### src/logic/blc_map.svh
`ifndef BLC_MAP_SVH
`define BLC_MAP_SVH

// Register byte offsets
`define BLC_OFS_DELAY 32'h0000_0000
`define BLC_OFS_CTL1 32'h0000_0004
`define BLC_OFS_CTL2 32'h0000_0008
`define BLC_OFS_STAT 32'h0000_000C

// Reset values
`define BLC_RST_DELAY 4'h7
`define BLC_RST_CTL1 8'h80
`define BLC_RST_CTL2 8'h40

// Field positions
`define BLC_DLY_MSB 3
`define BLC_C1_WCM 0
`define BLC_C1_IE 1
`define BLC_C1_RLO 2
`define BLC_C1_RHI 3
`define BLC_C1_TB 4
`define BLC_C1_IGN 7
`define BLC_C2_ANALOG_LOOPBACK 6
`define BLC_ST_IGN 0
`define BLC_ST_DLK 1
`define BLC_ST_RLK 2
`define BLC_ST_RXOK 3
`define BLC_ST_TXOK 4

// Timing, one link tick is nominally one microsecond
`define BLC_DLY_BASE_US 9
`define BLC_BIN_SCALE 1074
`define BLC_EOF_US 280
`define BLC_IFS_US 300
`define BLC_EOF_TK_INT (`BLC_EOF_US)
`define BLC_IFS_TK_INT (`BLC_IFS_US)
`define BLC_EOF_TK_BIN ((`BLC_EOF_US * `BLC_BIN_SCALE) / 1024)
`define BLC_IFS_TK_BIN ((`BLC_IFS_US * `BLC_BIN_SCALE) / 1024)

// Bus answers and pin level
`define BLC_RESP_OKAY 2'b00
`define BLC_RESP_DECERR 2'b11
`define BLC_RX_PASSIVE 1'b0

`endif

### src/logic/blc_pkg.sv
package blc_pkg;

    typedef logic [1:0] blc_rate_t;

    typedef struct packed {
        logic ignore_message;
        logic timebase_select;
        blc_rate_t rate_select;
        logic interrupt_gate;
        logic wait_clock_stop;
    } blc_ctl1_t;

    typedef enum logic [1:0] {
        BLC_LS_LOOP = 2'b00,
        BLC_LS_WAIT = 2'b01,
        BLC_LS_RXOK = 2'b10,
        BLC_LS_READY = 2'b11
    } blc_link_st_t;

endpackage : blc_pkg

### src/logic/blc_rate_div.sv
`timescale 1ns/10ps

module blc_rate_div
    import blc_pkg::*;
(
    // Clock and reset
    input wire logic i_clk,
    input wire logic i_rst_n,
    // Divide code
    input wire blc_rate_t i_rate,
    // Link timebase enable
    output logic o_tick
);

    logic [2:0] cnt_ff;
    logic [2:0] nxt_cnt;
    logic tick_ff;
    logic nxt_tick;
    logic [2:0] last;

    // Divide by 1, 2, 4, 8
    always_comb begin
        last = (3'b001 << i_rate) - 3'b001;
        nxt_tick = (cnt_ff == last);
        nxt_cnt = (cnt_ff >= last) ? 3'b000 : cnt_ff + 3'b001;
    end

    always_ff @(posedge i_clk or negedge i_rst_n) begin
        if (!i_rst_n) begin
            cnt_ff <= 3'h0;
            tick_ff <= 1'b0;
        end else begin
            cnt_ff <= nxt_cnt;
            tick_ff <= nxt_tick;
        end
    end

    assign o_tick = tick_ff;

endmodule : blc_rate_div

### src/logic/blc_regs.sv
// Implementation choices: register access over AXI4-Lite and the address map.
`timescale 1ns/10ps
`include "blc_map.svh"

module blc_regs
    import blc_pkg::*;
(
    // Clock and reset
    input wire logic i_mclk,
    input wire logic i_reset_n,
    // AXI4-Lite write
    input wire logic [31:0] i_awaddr,
    input wire logic i_awvalid,
    output logic o_awready,
    input wire logic [31:0] i_wdata,
    input wire logic [3:0] i_wstrb,
    input wire logic i_wvalid,
    output logic o_wready,
    output logic [1:0] o_bresp,
    output logic o_bvalid,
    input wire logic i_bready,
    // AXI4-Lite read
    input wire logic [31:0] i_araddr,
    input wire logic i_arvalid,
    output logic o_arready,
    output logic [31:0] o_rdata,
    output logic [1:0] o_rresp,
    output logic o_rvalid,
    input wire logic i_rready,
    // Transceiver pin and link engine
    input wire logic i_rx_pin,
    input wire logic i_sof_det,
    input wire logic i_break_det,
    input wire logic i_irq_src,
    input wire logic i_wake_req,
    input wire logic i_cpu_wait,
    // Link controls
    output logic o_irq,
    output logic o_rx_ignore,
    output logic o_link_tick,
    output logic o_timebase,
    output logic [4:0] o_delay_ticks,
    output logic o_clk_run,
    output logic o_loop_sel,
    output logic o_tx_drive_en,
    output logic o_sm_reset,
    output logic o_rx_permit,
    output logic o_tx_permit
);

    logic [1:0] rst_sync_ff;
    logic rst_n;

    always_ff @(posedge i_mclk or negedge i_reset_n) begin
        if (!i_reset_n) begin
            rst_sync_ff <= 2'b00;
        end else begin
            rst_sync_ff <= {rst_sync_ff[0], 1'b1};
        end
    end

    assign rst_n = rst_sync_ff[1];

    // Bus slave
    logic aw_full_ff, nxt_aw_full;
    logic w_full_ff, nxt_w_full;
    logic [31:0] awaddr_ff, nxt_awaddr;
    logic [7:0] wdata_ff, nxt_wdata;
    logic wstb_ff, nxt_wstb;
    logic awready_ff, nxt_awready;
    logic wready_ff, nxt_wready;
    logic bvalid_ff, nxt_bvalid;
    logic [1:0] bresp_ff, nxt_bresp;
    logic arready_ff, nxt_arready;
    logic rvalid_ff, nxt_rvalid;
    logic [31:0] rdata_ff, nxt_rdata;
    logic [1:0] rresp_ff, nxt_rresp;
    logic wr_do;
    logic wr_hit;
    logic [31:0] wr_adr;
    logic [31:0] rd_adr;
    logic [31:0] rd_mux;
    logic rd_hit;

    // Register state
    logic [3:0] dly_ff, nxt_dly;
    logic dlk_ff, nxt_dlk;
    logic rlk_ff, nxt_rlk;
    blc_ctl1_t ctl1_ff, nxt_ctl1;
    logic analog_loopback_ff, nxt_analog_loopback;
    logic wsel_dly, wsel_c1, wsel_c2;
    localparam logic [7:0] rst_ctl1_img = `BLC_RST_CTL1;
    localparam logic [7:0] rst_ctl2_img = `BLC_RST_CTL2;

    // Link state
    logic [2:0] rx_sync_ff, nxt_rx_sync;
    logic rx_lvl_ff, nxt_rx_lvl;
    blc_link_st_t lst_ff, nxt_lst;
    logic [8:0] idle_ff, nxt_idle;
    logic irq_ff, nxt_irq;
    logic clk_run_ff, nxt_clk_run;
    logic drive_ff, nxt_drive;
    logic smrst_ff, nxt_smrst;
    logic [4:0] dtk_ff, nxt_dtk;
    logic [8:0] eof_lim, ifs_lim;
    logic [4:0] dly_us;
    logic [15:0] dly_prod;
    logic link_tick;

    always_comb begin
        wr_adr = {awaddr_ff[31:2], 2'b00};
        rd_adr = {i_araddr[31:2], 2'b00};
        wr_hit = (wr_adr == `BLC_OFS_DELAY) || (wr_adr == `BLC_OFS_CTL1)
            || (wr_adr == `BLC_OFS_CTL2) || (wr_adr == `BLC_OFS_STAT);
        rd_hit = 1'b1;
        rd_mux = 32'h0000_0000;
        case (rd_adr)
            `BLC_OFS_DELAY: rd_mux[`BLC_DLY_MSB:0] = dly_ff;
            `BLC_OFS_CTL1: begin
                rd_mux[`BLC_C1_WCM] = ctl1_ff.wait_clock_stop;
                rd_mux[`BLC_C1_IE] = ctl1_ff.interrupt_gate;
                rd_mux[`BLC_C1_RLO] = ctl1_ff.rate_select[0];
                rd_mux[`BLC_C1_RHI] = ctl1_ff.rate_select[1];
                rd_mux[`BLC_C1_TB] = ctl1_ff.timebase_select;
                rd_mux[`BLC_C1_IGN] = ctl1_ff.ignore_message;
            end
            `BLC_OFS_CTL2: rd_mux[`BLC_C2_ANALOG_LOOPBACK] = analog_loopback_ff;
            `BLC_OFS_STAT: begin
                rd_mux[`BLC_ST_IGN] = ctl1_ff.ignore_message;
                rd_mux[`BLC_ST_DLK] = dlk_ff;
                rd_mux[`BLC_ST_RLK] = rlk_ff;
                rd_mux[`BLC_ST_RXOK] = o_rx_permit;
                rd_mux[`BLC_ST_TXOK] = o_tx_permit;
            end
            default: rd_hit = 1'b0;
        endcase
    end

    always_comb begin
        nxt_aw_full = aw_full_ff;
        nxt_w_full = w_full_ff;
        nxt_awaddr = awaddr_ff;
        nxt_wdata = wdata_ff;
        nxt_wstb = wstb_ff;
        nxt_bvalid = bvalid_ff;
        nxt_bresp = bresp_ff;
        nxt_rvalid = rvalid_ff;
        nxt_rdata = rdata_ff;
        nxt_rresp = rresp_ff;
        // Both halves held and no answer pending
        wr_do = aw_full_ff && w_full_ff && !bvalid_ff;
        if (bvalid_ff && i_bready) begin
            nxt_bvalid = 1'b0;
        end
        if (wr_do) begin
            nxt_aw_full = 1'b0;
            nxt_w_full = 1'b0;
            nxt_bvalid = 1'b1;
            nxt_bresp = wr_hit ? `BLC_RESP_OKAY : `BLC_RESP_DECERR;
        end
        if (i_awvalid && awready_ff) begin
            nxt_aw_full = 1'b1;
            nxt_awaddr = i_awaddr;
        end
        if (i_wvalid && wready_ff) begin
            nxt_w_full = 1'b1;
            nxt_wdata = i_wdata[7:0];
            nxt_wstb = i_wstrb[0];
        end
        if (rvalid_ff && i_rready) begin
            nxt_rvalid = 1'b0;
        end
        if (i_arvalid && arready_ff) begin
            nxt_rvalid = 1'b1;
            nxt_rdata = rd_mux;
            nxt_rresp = rd_hit ? `BLC_RESP_OKAY : `BLC_RESP_DECERR;
        end
        nxt_awready = !nxt_aw_full;
        nxt_wready = !nxt_w_full;
        nxt_arready = !nxt_rvalid;
    end

    always_ff @(posedge i_mclk or negedge rst_n) begin
        if (!rst_n) begin
            aw_full_ff <= 1'b0;
            w_full_ff <= 1'b0;
            awaddr_ff <= 32'h0000_0000;
            wdata_ff <= 8'h00;
            wstb_ff <= 1'b0;
            awready_ff <= 1'b0;
            wready_ff <= 1'b0;
            bvalid_ff <= 1'b0;
            bresp_ff <= 2'b00;
            arready_ff <= 1'b0;
            rvalid_ff <= 1'b0;
            rdata_ff <= 32'h0000_0000;
            rresp_ff <= 2'b00;
        end else begin
            aw_full_ff <= nxt_aw_full;
            w_full_ff <= nxt_w_full;
            awaddr_ff <= nxt_awaddr;
            wdata_ff <= nxt_wdata;
            wstb_ff <= nxt_wstb;
            awready_ff <= nxt_awready;
            wready_ff <= nxt_wready;
            bvalid_ff <= nxt_bvalid;
            bresp_ff <= nxt_bresp;
            arready_ff <= nxt_arready;
            rvalid_ff <= nxt_rvalid;
            rdata_ff <= nxt_rdata;
            rresp_ff <= nxt_rresp;
        end
    end

    assign o_awready = awready_ff;
    assign o_wready = wready_ff;
    assign o_bvalid = bvalid_ff;
    assign o_bresp = bresp_ff;
    assign o_arready = arready_ff;
    assign o_rvalid = rvalid_ff;
    assign o_rdata = rdata_ff;
    assign o_rresp = rresp_ff;

    always_comb begin
        wsel_dly = wr_do && wstb_ff && (wr_adr == `BLC_OFS_DELAY);
        wsel_c1 = wr_do && wstb_ff && (wr_adr == `BLC_OFS_CTL1);
        wsel_c2 = wr_do && wstb_ff && (wr_adr == `BLC_OFS_CTL2);
        nxt_dly = dly_ff;
        nxt_dlk = dlk_ff;
        nxt_rlk = rlk_ff;
        nxt_ctl1 = ctl1_ff;
        nxt_analog_loopback = analog_loopback_ff;
        if (wsel_dly && !dlk_ff) begin
            nxt_dly = wdata_ff[`BLC_DLY_MSB:0];
            nxt_dlk = 1'b1;
        end
        if (i_sof_det || i_break_det) begin
            nxt_ctl1.ignore_message = 1'b0;
        end
        if (wsel_c1) begin
            nxt_ctl1.wait_clock_stop = wdata_ff[`BLC_C1_WCM];
            nxt_ctl1.interrupt_gate = wdata_ff[`BLC_C1_IE];
            nxt_ctl1.timebase_select = wdata_ff[`BLC_C1_TB];
            nxt_ctl1.ignore_message = wdata_ff[`BLC_C1_IGN];
            if (!rlk_ff) begin
                nxt_ctl1.rate_select = {wdata_ff[`BLC_C1_RHI], wdata_ff[`BLC_C1_RLO]};
                nxt_rlk = 1'b1;
            end
        end
        if (wsel_c2) begin
            nxt_analog_loopback = wdata_ff[`BLC_C2_ANALOG_LOOPBACK];
        end
    end

    always_ff @(posedge i_mclk or negedge rst_n) begin
        if (!rst_n) begin
            dly_ff <= `BLC_RST_DELAY;
            dlk_ff <= 1'b0;
            rlk_ff <= 1'b0;
            ctl1_ff <= blc_ctl1_t'({rst_ctl1_img[`BLC_C1_IGN], rst_ctl1_img[`BLC_C1_TB:0]});
            analog_loopback_ff <= rst_ctl2_img[`BLC_C2_ANALOG_LOOPBACK];
        end else begin
            dly_ff <= nxt_dly;
            dlk_ff <= nxt_dlk;
            rlk_ff <= nxt_rlk;
            ctl1_ff <= nxt_ctl1;
            analog_loopback_ff <= nxt_analog_loopback;
        end
    end

    blc_rate_div u_rate_div (
        .i_clk(i_mclk),
        .i_rst_n(rst_n),
        .i_rate(ctl1_ff.rate_select),
        .o_tick(link_tick)
    );

    always_comb begin
        nxt_rx_sync = {rx_sync_ff[1:0], i_rx_pin};
        nxt_rx_lvl = rx_lvl_ff;
        // Filter: second and third stage agree
        if (rx_sync_ff[1] == rx_sync_ff[2]) begin
            nxt_rx_lvl = rx_sync_ff[2];
        end
        eof_lim = ctl1_ff.timebase_select ? 9'(`BLC_EOF_TK_BIN) : 9'(`BLC_EOF_TK_INT);
        ifs_lim = ctl1_ff.timebase_select ? 9'(`BLC_IFS_TK_BIN) : 9'(`BLC_IFS_TK_INT);
        dly_us = 5'(`BLC_DLY_BASE_US) + {1'b0, dly_ff};
        dly_prod = 16'(dly_us) * 16'(`BLC_BIN_SCALE);
        nxt_dtk = ctl1_ff.timebase_select ? dly_prod[14:10] : dly_us;
        nxt_idle = idle_ff;
        if (analog_loopback_ff || rx_lvl_ff != `BLC_RX_PASSIVE) begin
            nxt_idle = 9'h000;
        end else if (link_tick && idle_ff < ifs_lim) begin
            nxt_idle = idle_ff + 9'h001;
        end
        nxt_lst = lst_ff;
        case (lst_ff)
            BLC_LS_LOOP: if (!analog_loopback_ff) nxt_lst = BLC_LS_WAIT;
            BLC_LS_WAIT: if (idle_ff >= eof_lim) nxt_lst = BLC_LS_RXOK;
            BLC_LS_RXOK: if (idle_ff >= ifs_lim) nxt_lst = BLC_LS_READY;
            BLC_LS_READY: nxt_lst = BLC_LS_READY;
            default: nxt_lst = BLC_LS_LOOP;
        endcase
        if (analog_loopback_ff) begin
            nxt_lst = BLC_LS_LOOP;
        end
        nxt_irq = !ctl1_ff.ignore_message
            && ((ctl1_ff.interrupt_gate && i_irq_src) || i_wake_req);
        nxt_clk_run = !(ctl1_ff.wait_clock_stop && i_cpu_wait);
        nxt_drive = !analog_loopback_ff;
        nxt_smrst = nxt_analog_loopback && !analog_loopback_ff;
    end

    always_ff @(posedge i_mclk or negedge rst_n) begin
        if (!rst_n) begin
            rx_sync_ff <= 3'h0;
            rx_lvl_ff <= 1'b0;
            lst_ff <= BLC_LS_LOOP;
            idle_ff <= 9'h000;
            irq_ff <= 1'b0;
            clk_run_ff <= 1'b1;
            drive_ff <= 1'b0;
            smrst_ff <= 1'b0;
            dtk_ff <= 5'h00;
        end else begin
            rx_sync_ff <= nxt_rx_sync;
            rx_lvl_ff <= nxt_rx_lvl;
            lst_ff <= nxt_lst;
            idle_ff <= nxt_idle;
            irq_ff <= nxt_irq;
            clk_run_ff <= nxt_clk_run;
            drive_ff <= nxt_drive;
            smrst_ff <= nxt_smrst;
            dtk_ff <= nxt_dtk;
        end
    end

    assign o_irq = irq_ff;
    assign o_rx_ignore = ctl1_ff.ignore_message;
    assign o_link_tick = link_tick;
    assign o_timebase = ctl1_ff.timebase_select;
    assign o_delay_ticks = dtk_ff;
    assign o_clk_run = clk_run_ff;
    assign o_loop_sel = analog_loopback_ff;
    assign o_tx_drive_en = drive_ff;
    assign o_sm_reset = smrst_ff;
    assign o_rx_permit = (lst_ff == BLC_LS_RXOK) || (lst_ff == BLC_LS_READY);
    assign o_tx_permit = (lst_ff == BLC_LS_READY);
endmodule : blc_regs

### config.mk
export PLATFORM = sky130hd
export DESIGN_NAME = blc_regs
export DESIGN_NICKNAME = d
export VERILOG_FILES = /design/src/logic/blc_pkg.sv /design/src/logic/blc_rate_div.sv /design/src/logic/blc_regs.sv
export VERILOG_INCLUDE_DIRS = /design/src /design/src/logic
export SDC_FILE = /design/constraint.sdc
export NUM_CORES = 1
export LEC_CHECK = 0
export BUFFER_PORTS_ARGS = -buffer_cell sky130_fd_sc_hd__buf_2
export CAP_MARGIN = 20
export CORE_ASPECT_RATIO = 1.75
export CORE_UTILIZATION = 50
export CTS_CLUSTER_SIZE = 10
export DETAILED_ROUTE_END_ITERATION = 16
export PLACE_DENSITY = 0.84
export SLEW_MARGIN = 10
export SYNTH_ARGS = -nofsm -noshare
export SYNTH_HDL_FRONTEND = slang
export SYNTH_SLANG_ARGS = --single-unit
### constraint.sdc
create_clock -name i_mclk -period 3.6 [get_ports i_mclk]
set_clock_uncertainty 0.2 [all_clocks]
set_input_delay 0.72 -clock i_mclk [delete_from_list [all_inputs] [get_ports i_mclk]]
set_output_delay 0.72 -clock i_mclk [all_outputs]
set_load 0.03 [all_outputs]
# Yosys cells after proc, flatten, opt, wreduce, memory -nomap -nowiden
# Cells that the tools add are included.
[totals]
ff_bits = 102
inputBits = 113
out_inout_bits = 56
wordCells = 129
[op_classes]
addsub = 4
multipliers = 1
order_cmp = 4
eq_ne = 13
shift = 1
muxes = 29
bitwise = 1
reduce_logical = 42
[op_table]
columns = ["op", "n"]
rows = [
  ["$eq 30x2->1 const B", 4],
  ["$eq 30x1->1 const B", 2],
  ["$logic_not 30->1", 2],
  ["$logic_not 32->1", 1],
  ["$ge 9x9->1", 2],
  ["$mux 9", 2],
  ["$logic_and 1x1->1", 17],
  ["$mul 5x10->14 const B", 1],
  ["$mux 1", 13],
  ["$mux 2", 6],
  ["$mux 6", 2],
  ["$pmux 4 s3", 1],
  ["$mux 5", 2],
  ["$add 9x1->9 const B", 1],
  ["$lt 9x9->1", 1],
  ["$logic_not 1->1", 8],
  ["$pmux 2 s4", 1],
  ["$logic_or 1x1->1", 7],
  ["$ne 3x3->1 const B", 2],
  ["$reduce_bool 2->1", 3],
  ["$add 4x4->5 const A", 1],
  ["$eq 2x2->1 const B", 2],
  ["$reduce_and 2->1", 2],
  ["$reduce_or 4->1", 1],
  ["other kinds (11)", 11],
]

# Depth between registers and ports, before layout
[logic_depth]
word_depth = 6
depth_mapped = 12
depth_no_buf = 11

# Modules after synthesis
# From an unflattened synthesis, not the netlist that was laid out.
[unflattened]
hier_cells = 409
hier_area_um2 = 4812.1
[modules_own_cells]
columns = ["module", "instances", "cells_each", "area_per_inst_um2", "seq_area_each_um2"]
rows = [
  ["blc_regs", 1, 389, 4583.1, 2334.7],
  ["blc_rate_div", 1, 20, 229.0, 100.1],
]

# Least setup slack after synthesis
# OpenSTA, ideal clock, no wires.
[synth_path]
path_type = "flip-flop to flip-flop"
from = "register dly_ff[2]"
to = "register dtk_ff[4] (netlist: o_delay_ticks[4])"
setup_time_ps = 80
arrival_time_ps = 2950
setup_slack_ps = 370
stages_incl_launch_ff = 12
synth_period_minus_slack_ps = 3230
cell_sequence = "dfstp_2 -> clkbuf_1 -> nand3_1 -> xor2_1 -> ha_1 -> ha_1 -> ha_1 -> o21ai_0 -> a221oi_1 -> nand4_1 -> a21oi_1 -> xnor2_1"
[synth_between]
elab_chain_len = 3
[synth_rtl]
columns = ["element", "line", "source"]
rows = [
  ["start: declaration", "blc_regs.sv:86", "logic [3:0] dly_ff, nxt_dly;"],
  ["start signal: assignment", "blc_regs.sv:257", "dly_ff <= `BLC_RST_DELAY;"],
  ["start signal: assignment", "blc_regs.sv:263", "dly_ff <= nxt_dly;"],
  ["$add 4x4->5 *", "blc_regs.sv:287", "dly_us = 5'(`BLC_DLY_BASE_US) + {1'b0, dly_ff};"],
  ["$mul 5x10->14", "blc_regs.sv:288", "dly_prod = 16'(dly_us) * 16'(`BLC_BIN_SCALE);"],
  ["$mux 5 *", "blc_regs.sv:289", "nxt_dtk = ctl1_ff.timebase_select ? dly_prod[14:10] : dly_us;"],
  ["net nxt_dtk[4]", "blc_regs.sv:104", "logic [4:0] dtk_ff, nxt_dtk;"],
  ["end signal: assignment", "blc_regs.sv:334", "dtk_ff <= nxt_dtk;"],
  ["end: declaration", "blc_regs.sv:104", ""],
]
# Mark *: on every way through the listed nets, which the timed path passes. The rest lies on a longest branch.
# A chain may end at the register's enable or synchronous reset.

# Final worst setup path
[layout_path]
from = "register dly_ff[0]"
to = "register dtk_ff[4] (netlist: o_delay_ticks[4])"
# Same word-level chain as after synthesis.

==> out/metrics.cfg <==
[clocking]
ctsHtreeMaxLevel = 3
cts-root-buf = clkbuf_16
post_cts_buffers = 0
cts_tree = done
cts_made_buffers = 9
clock_path_buffers = 2
clock_sink_count = 97
path_clk_slew_ns = 0.08
clk_latency_ns = 0.35

[sta]
worst_pin_slew_ns = 0.9031
hold-worst-slack_ns = 0.1538
post-route-period-util = 0.9361
finalSetupViolCount = 0
rsz0062_at_grt = no
fin_crit_ns = 3.370
clock.fmax_mhz = 296.7
slew_headroom = 0.3979
maxSlewViolCount = 0
finalSetupTns_ns = 0
hold_violations = 0

[detailed_routing]
drt-initial-drc-count = 185
routedWlPerCell_um = 15.55
routed_wl_um = 10100
drc = 0
drt-vias-per-instance = 5.371
firstDrtPassIters = 4
vias = 3486
antenna_left = 0

[power_and_ir_drop]
peakVddDrop_mv = 0.4841
finalPower_mw = 3.111
power.density_mw_per_mm2 = 546.2
p_leak_nw = 2.762

[synth]
synth_edf_count = 0
syn_area_mm2 = 0.004760
synthTopCellsByCount = dfrtp_1, mux2_2, buf_4, ha_1, nor2_1
synth_top_area_cell = dfrtp_1
yosys_warnings = 0
synth_cells = 408
synth.most_common_cell = dfrtp_1
synthTopCellsByArea = dfrtp_1, mux2_2, ha_1
ys_seq_area_frac = 0.5116
ys_async_sr_fraction = 1.000
synth.avg_cell_area_um2 = 11.67
synth_top_area_share = 0.4784
ys_ff_latch = 97
yosysUniqueCellTypes = 52
synthFlopType = dfrtp_1

[global_routing]
grt_max_degree = 73
grt_pass1_wl_um = 16490
grt-ovfl-total = 0
antenna_found_initial = 0
grt_pass1_vias = 3688
grt.total_usage = 0.2238

[final_layout]
multi_input_area_mm2 = 0.002110
final_util = 0.6224
n_antenna_cell = 0
fillCellCount = 694
drive_gt1_frac = 0.3781
syn_to_final_growth_pct = 19.66
seqCellArea_mm2 = 0.002439
finalInstanceArea_mm2 = 0.005695
nNetsFinal = 664

[worst_setup_path]
reg2regPathDepth = 11
critPathMaxStageDelay_ns = 0.62
critPathMaxFanout = 8
crit_chain = inv_1, ha_1, inv_1, ha_1, ha_1, ha_1, nand4bb_1, a221oi_2, nand4_1, a21oi_1, xnor2_1
worstPathRequired_ns = 3.67
critPathKind = flop to flop
crit_arrival_ns = 3.44
crit_top_cell = ha_1
end_kind = flop
critPathLaunchType = flop
cp_slowest_cell = dfstp_2

[floorplanning]
die_area_mm2 = 0.009928
fp.coreArea_mm2 = 0.009151
initial_core_util = 0.5201
ioPinCount = 169
die_x_um = 75.75
die_height_um = 131.1
rows = 46

[place]
gp_congestion = 0.8552
port_buffers = 111
place_area_mm2 = 0.005364
dp_hpwl_um = 7444

[run_status]
status = finished, final reports clean

[hold_path]
hp-class = flop to flop
hold_depth = 0

[flow_run]
maxCapViolations = 0

[routing by layer]
| layer | vias up | wire [µm] | GRT usage |
|---|---|---|---|
| met5 | - | 0 | 0 |
| met2 | 154 | 5495 | 0.3956 |
| met4 | 0 | 381 | 0.1264 |
| met3 | 29 | 578 | 0.05046 |
| met1 | 1675 | 3639 | 0.2372 |
| li1 | 1628 | - | - |
[area by class of cell]
cell class | count | share of cell area
Sequential cell | 97 | 0.4282
Timing Repair Buffer | 118 | 0.1072
Tap cell | 120 | 0.02636
Inverter | 19 | 0.01252
Clock buffer | 9 | 0.03954
Clock inverter | 7 | 0.01582
Multi-Input combinational cell | 279 | 0.3704
[sequential cells by signal (all words and copies together) (netlist names), 2 cells and up]
| signal | flops |
|---|---|
| ctl1_ff | 4 |
| wdata_ff | 7 |
| dly_ff | 4 |
| rst_sync_ff | 2 |
| rx_sync_ff | 3 |
| u_rate_div.cnt_ff | 3 |
| idle_ff | 9 |
| o_rdata | 7 |
| o_delay_ticks | 5 |
| lst_ff | 2 |
| awaddr_ff | 30 |
[power by group]
| part | internal, mW | total, mW | switching, mW |
|---|---|---|---|
| clock | 0.554 | 0.997 | 0.443 |
| combinational | 0.303 | 0.576 | 0.273 |
| sequential | 1.35 | 1.54 | 0.187 |
[cells in the final DEF (no fill, tap or decap), drive strengths merged, types with 4 or more instances in the layout]
master,n
a21oi,13
inv,21
dfstp,6
dfrtp,91
clkbuf,9
a31oi,6
buf,117
mux2i,4
and3,4
a21o,5
o21ai,12
ha,27
nand2,23
conb,26
nand2b,4
nor4,14
a22o,6
nand3,7
xor2,4
nor2,25
nand4,5
xnor2,10
mux2,49
[worst max-delay path: cells and delay by family (launching register included)]
kind / cells / cell delay, ns
AOI/OAI and AO/OA: 2 / 0.58
xor gates and xnor gates: 1 / 0.13
adders and majority gates: 4 / 1.17
buffers and inverters: 2 / 0.29
DFF: 1 / 0.62
and+or+nand+nor: 2 / 0.30
[cells by family after synthesis]
group / share of synthesized area
compound gates: 0.07834
xor+xnor: 0.02576
fa+ha+maj: 0.07308
buf+inv: 0.06546
flops: 0.5116
mux: 0.1243
other cells: 0.001578
simple gates: 0.1199
[path summary, 6_finish.rpt]
path                                         end           start  slack [ns]
worst min-delay path               rx_sync_ff[1]   rx_sync_ff[0]        0.15
max in group asynchronous          awaddr_ff[31]  rst_sync_ff[1]        2.19
worst min register to register     rx_sync_ff[1]   rx_sync_ff[0]        0.15
min in group asynchronous               o_bvalid  rst_sync_ff[1]        0.26
worst max-delay path            o_delay_ticks[4]       dly_ff[0]        0.23
worst max register to register  o_delay_ticks[4]       dly_ff[0]        0.23
[stage by stage]
stage | std cells | worst slack [ns]
2_1_floorplan | 432 | 0.3701
3_3_place_gp | 632 | 0.2582
3_5_place_dp | 632 | 0.1484
4_1_cts | 649 | 0.1263
5_1_grt | 649 | 0.08680
6_report | 649 | 0.2300
[what timing repair did]
item                       in CTS  in global routing
hold endpoints to repair        2                  0
setup endpoints to repair       0                  1
hold buffers                    1                  0
resized for setup               0                  1
(Power assumes the default switching activity.)
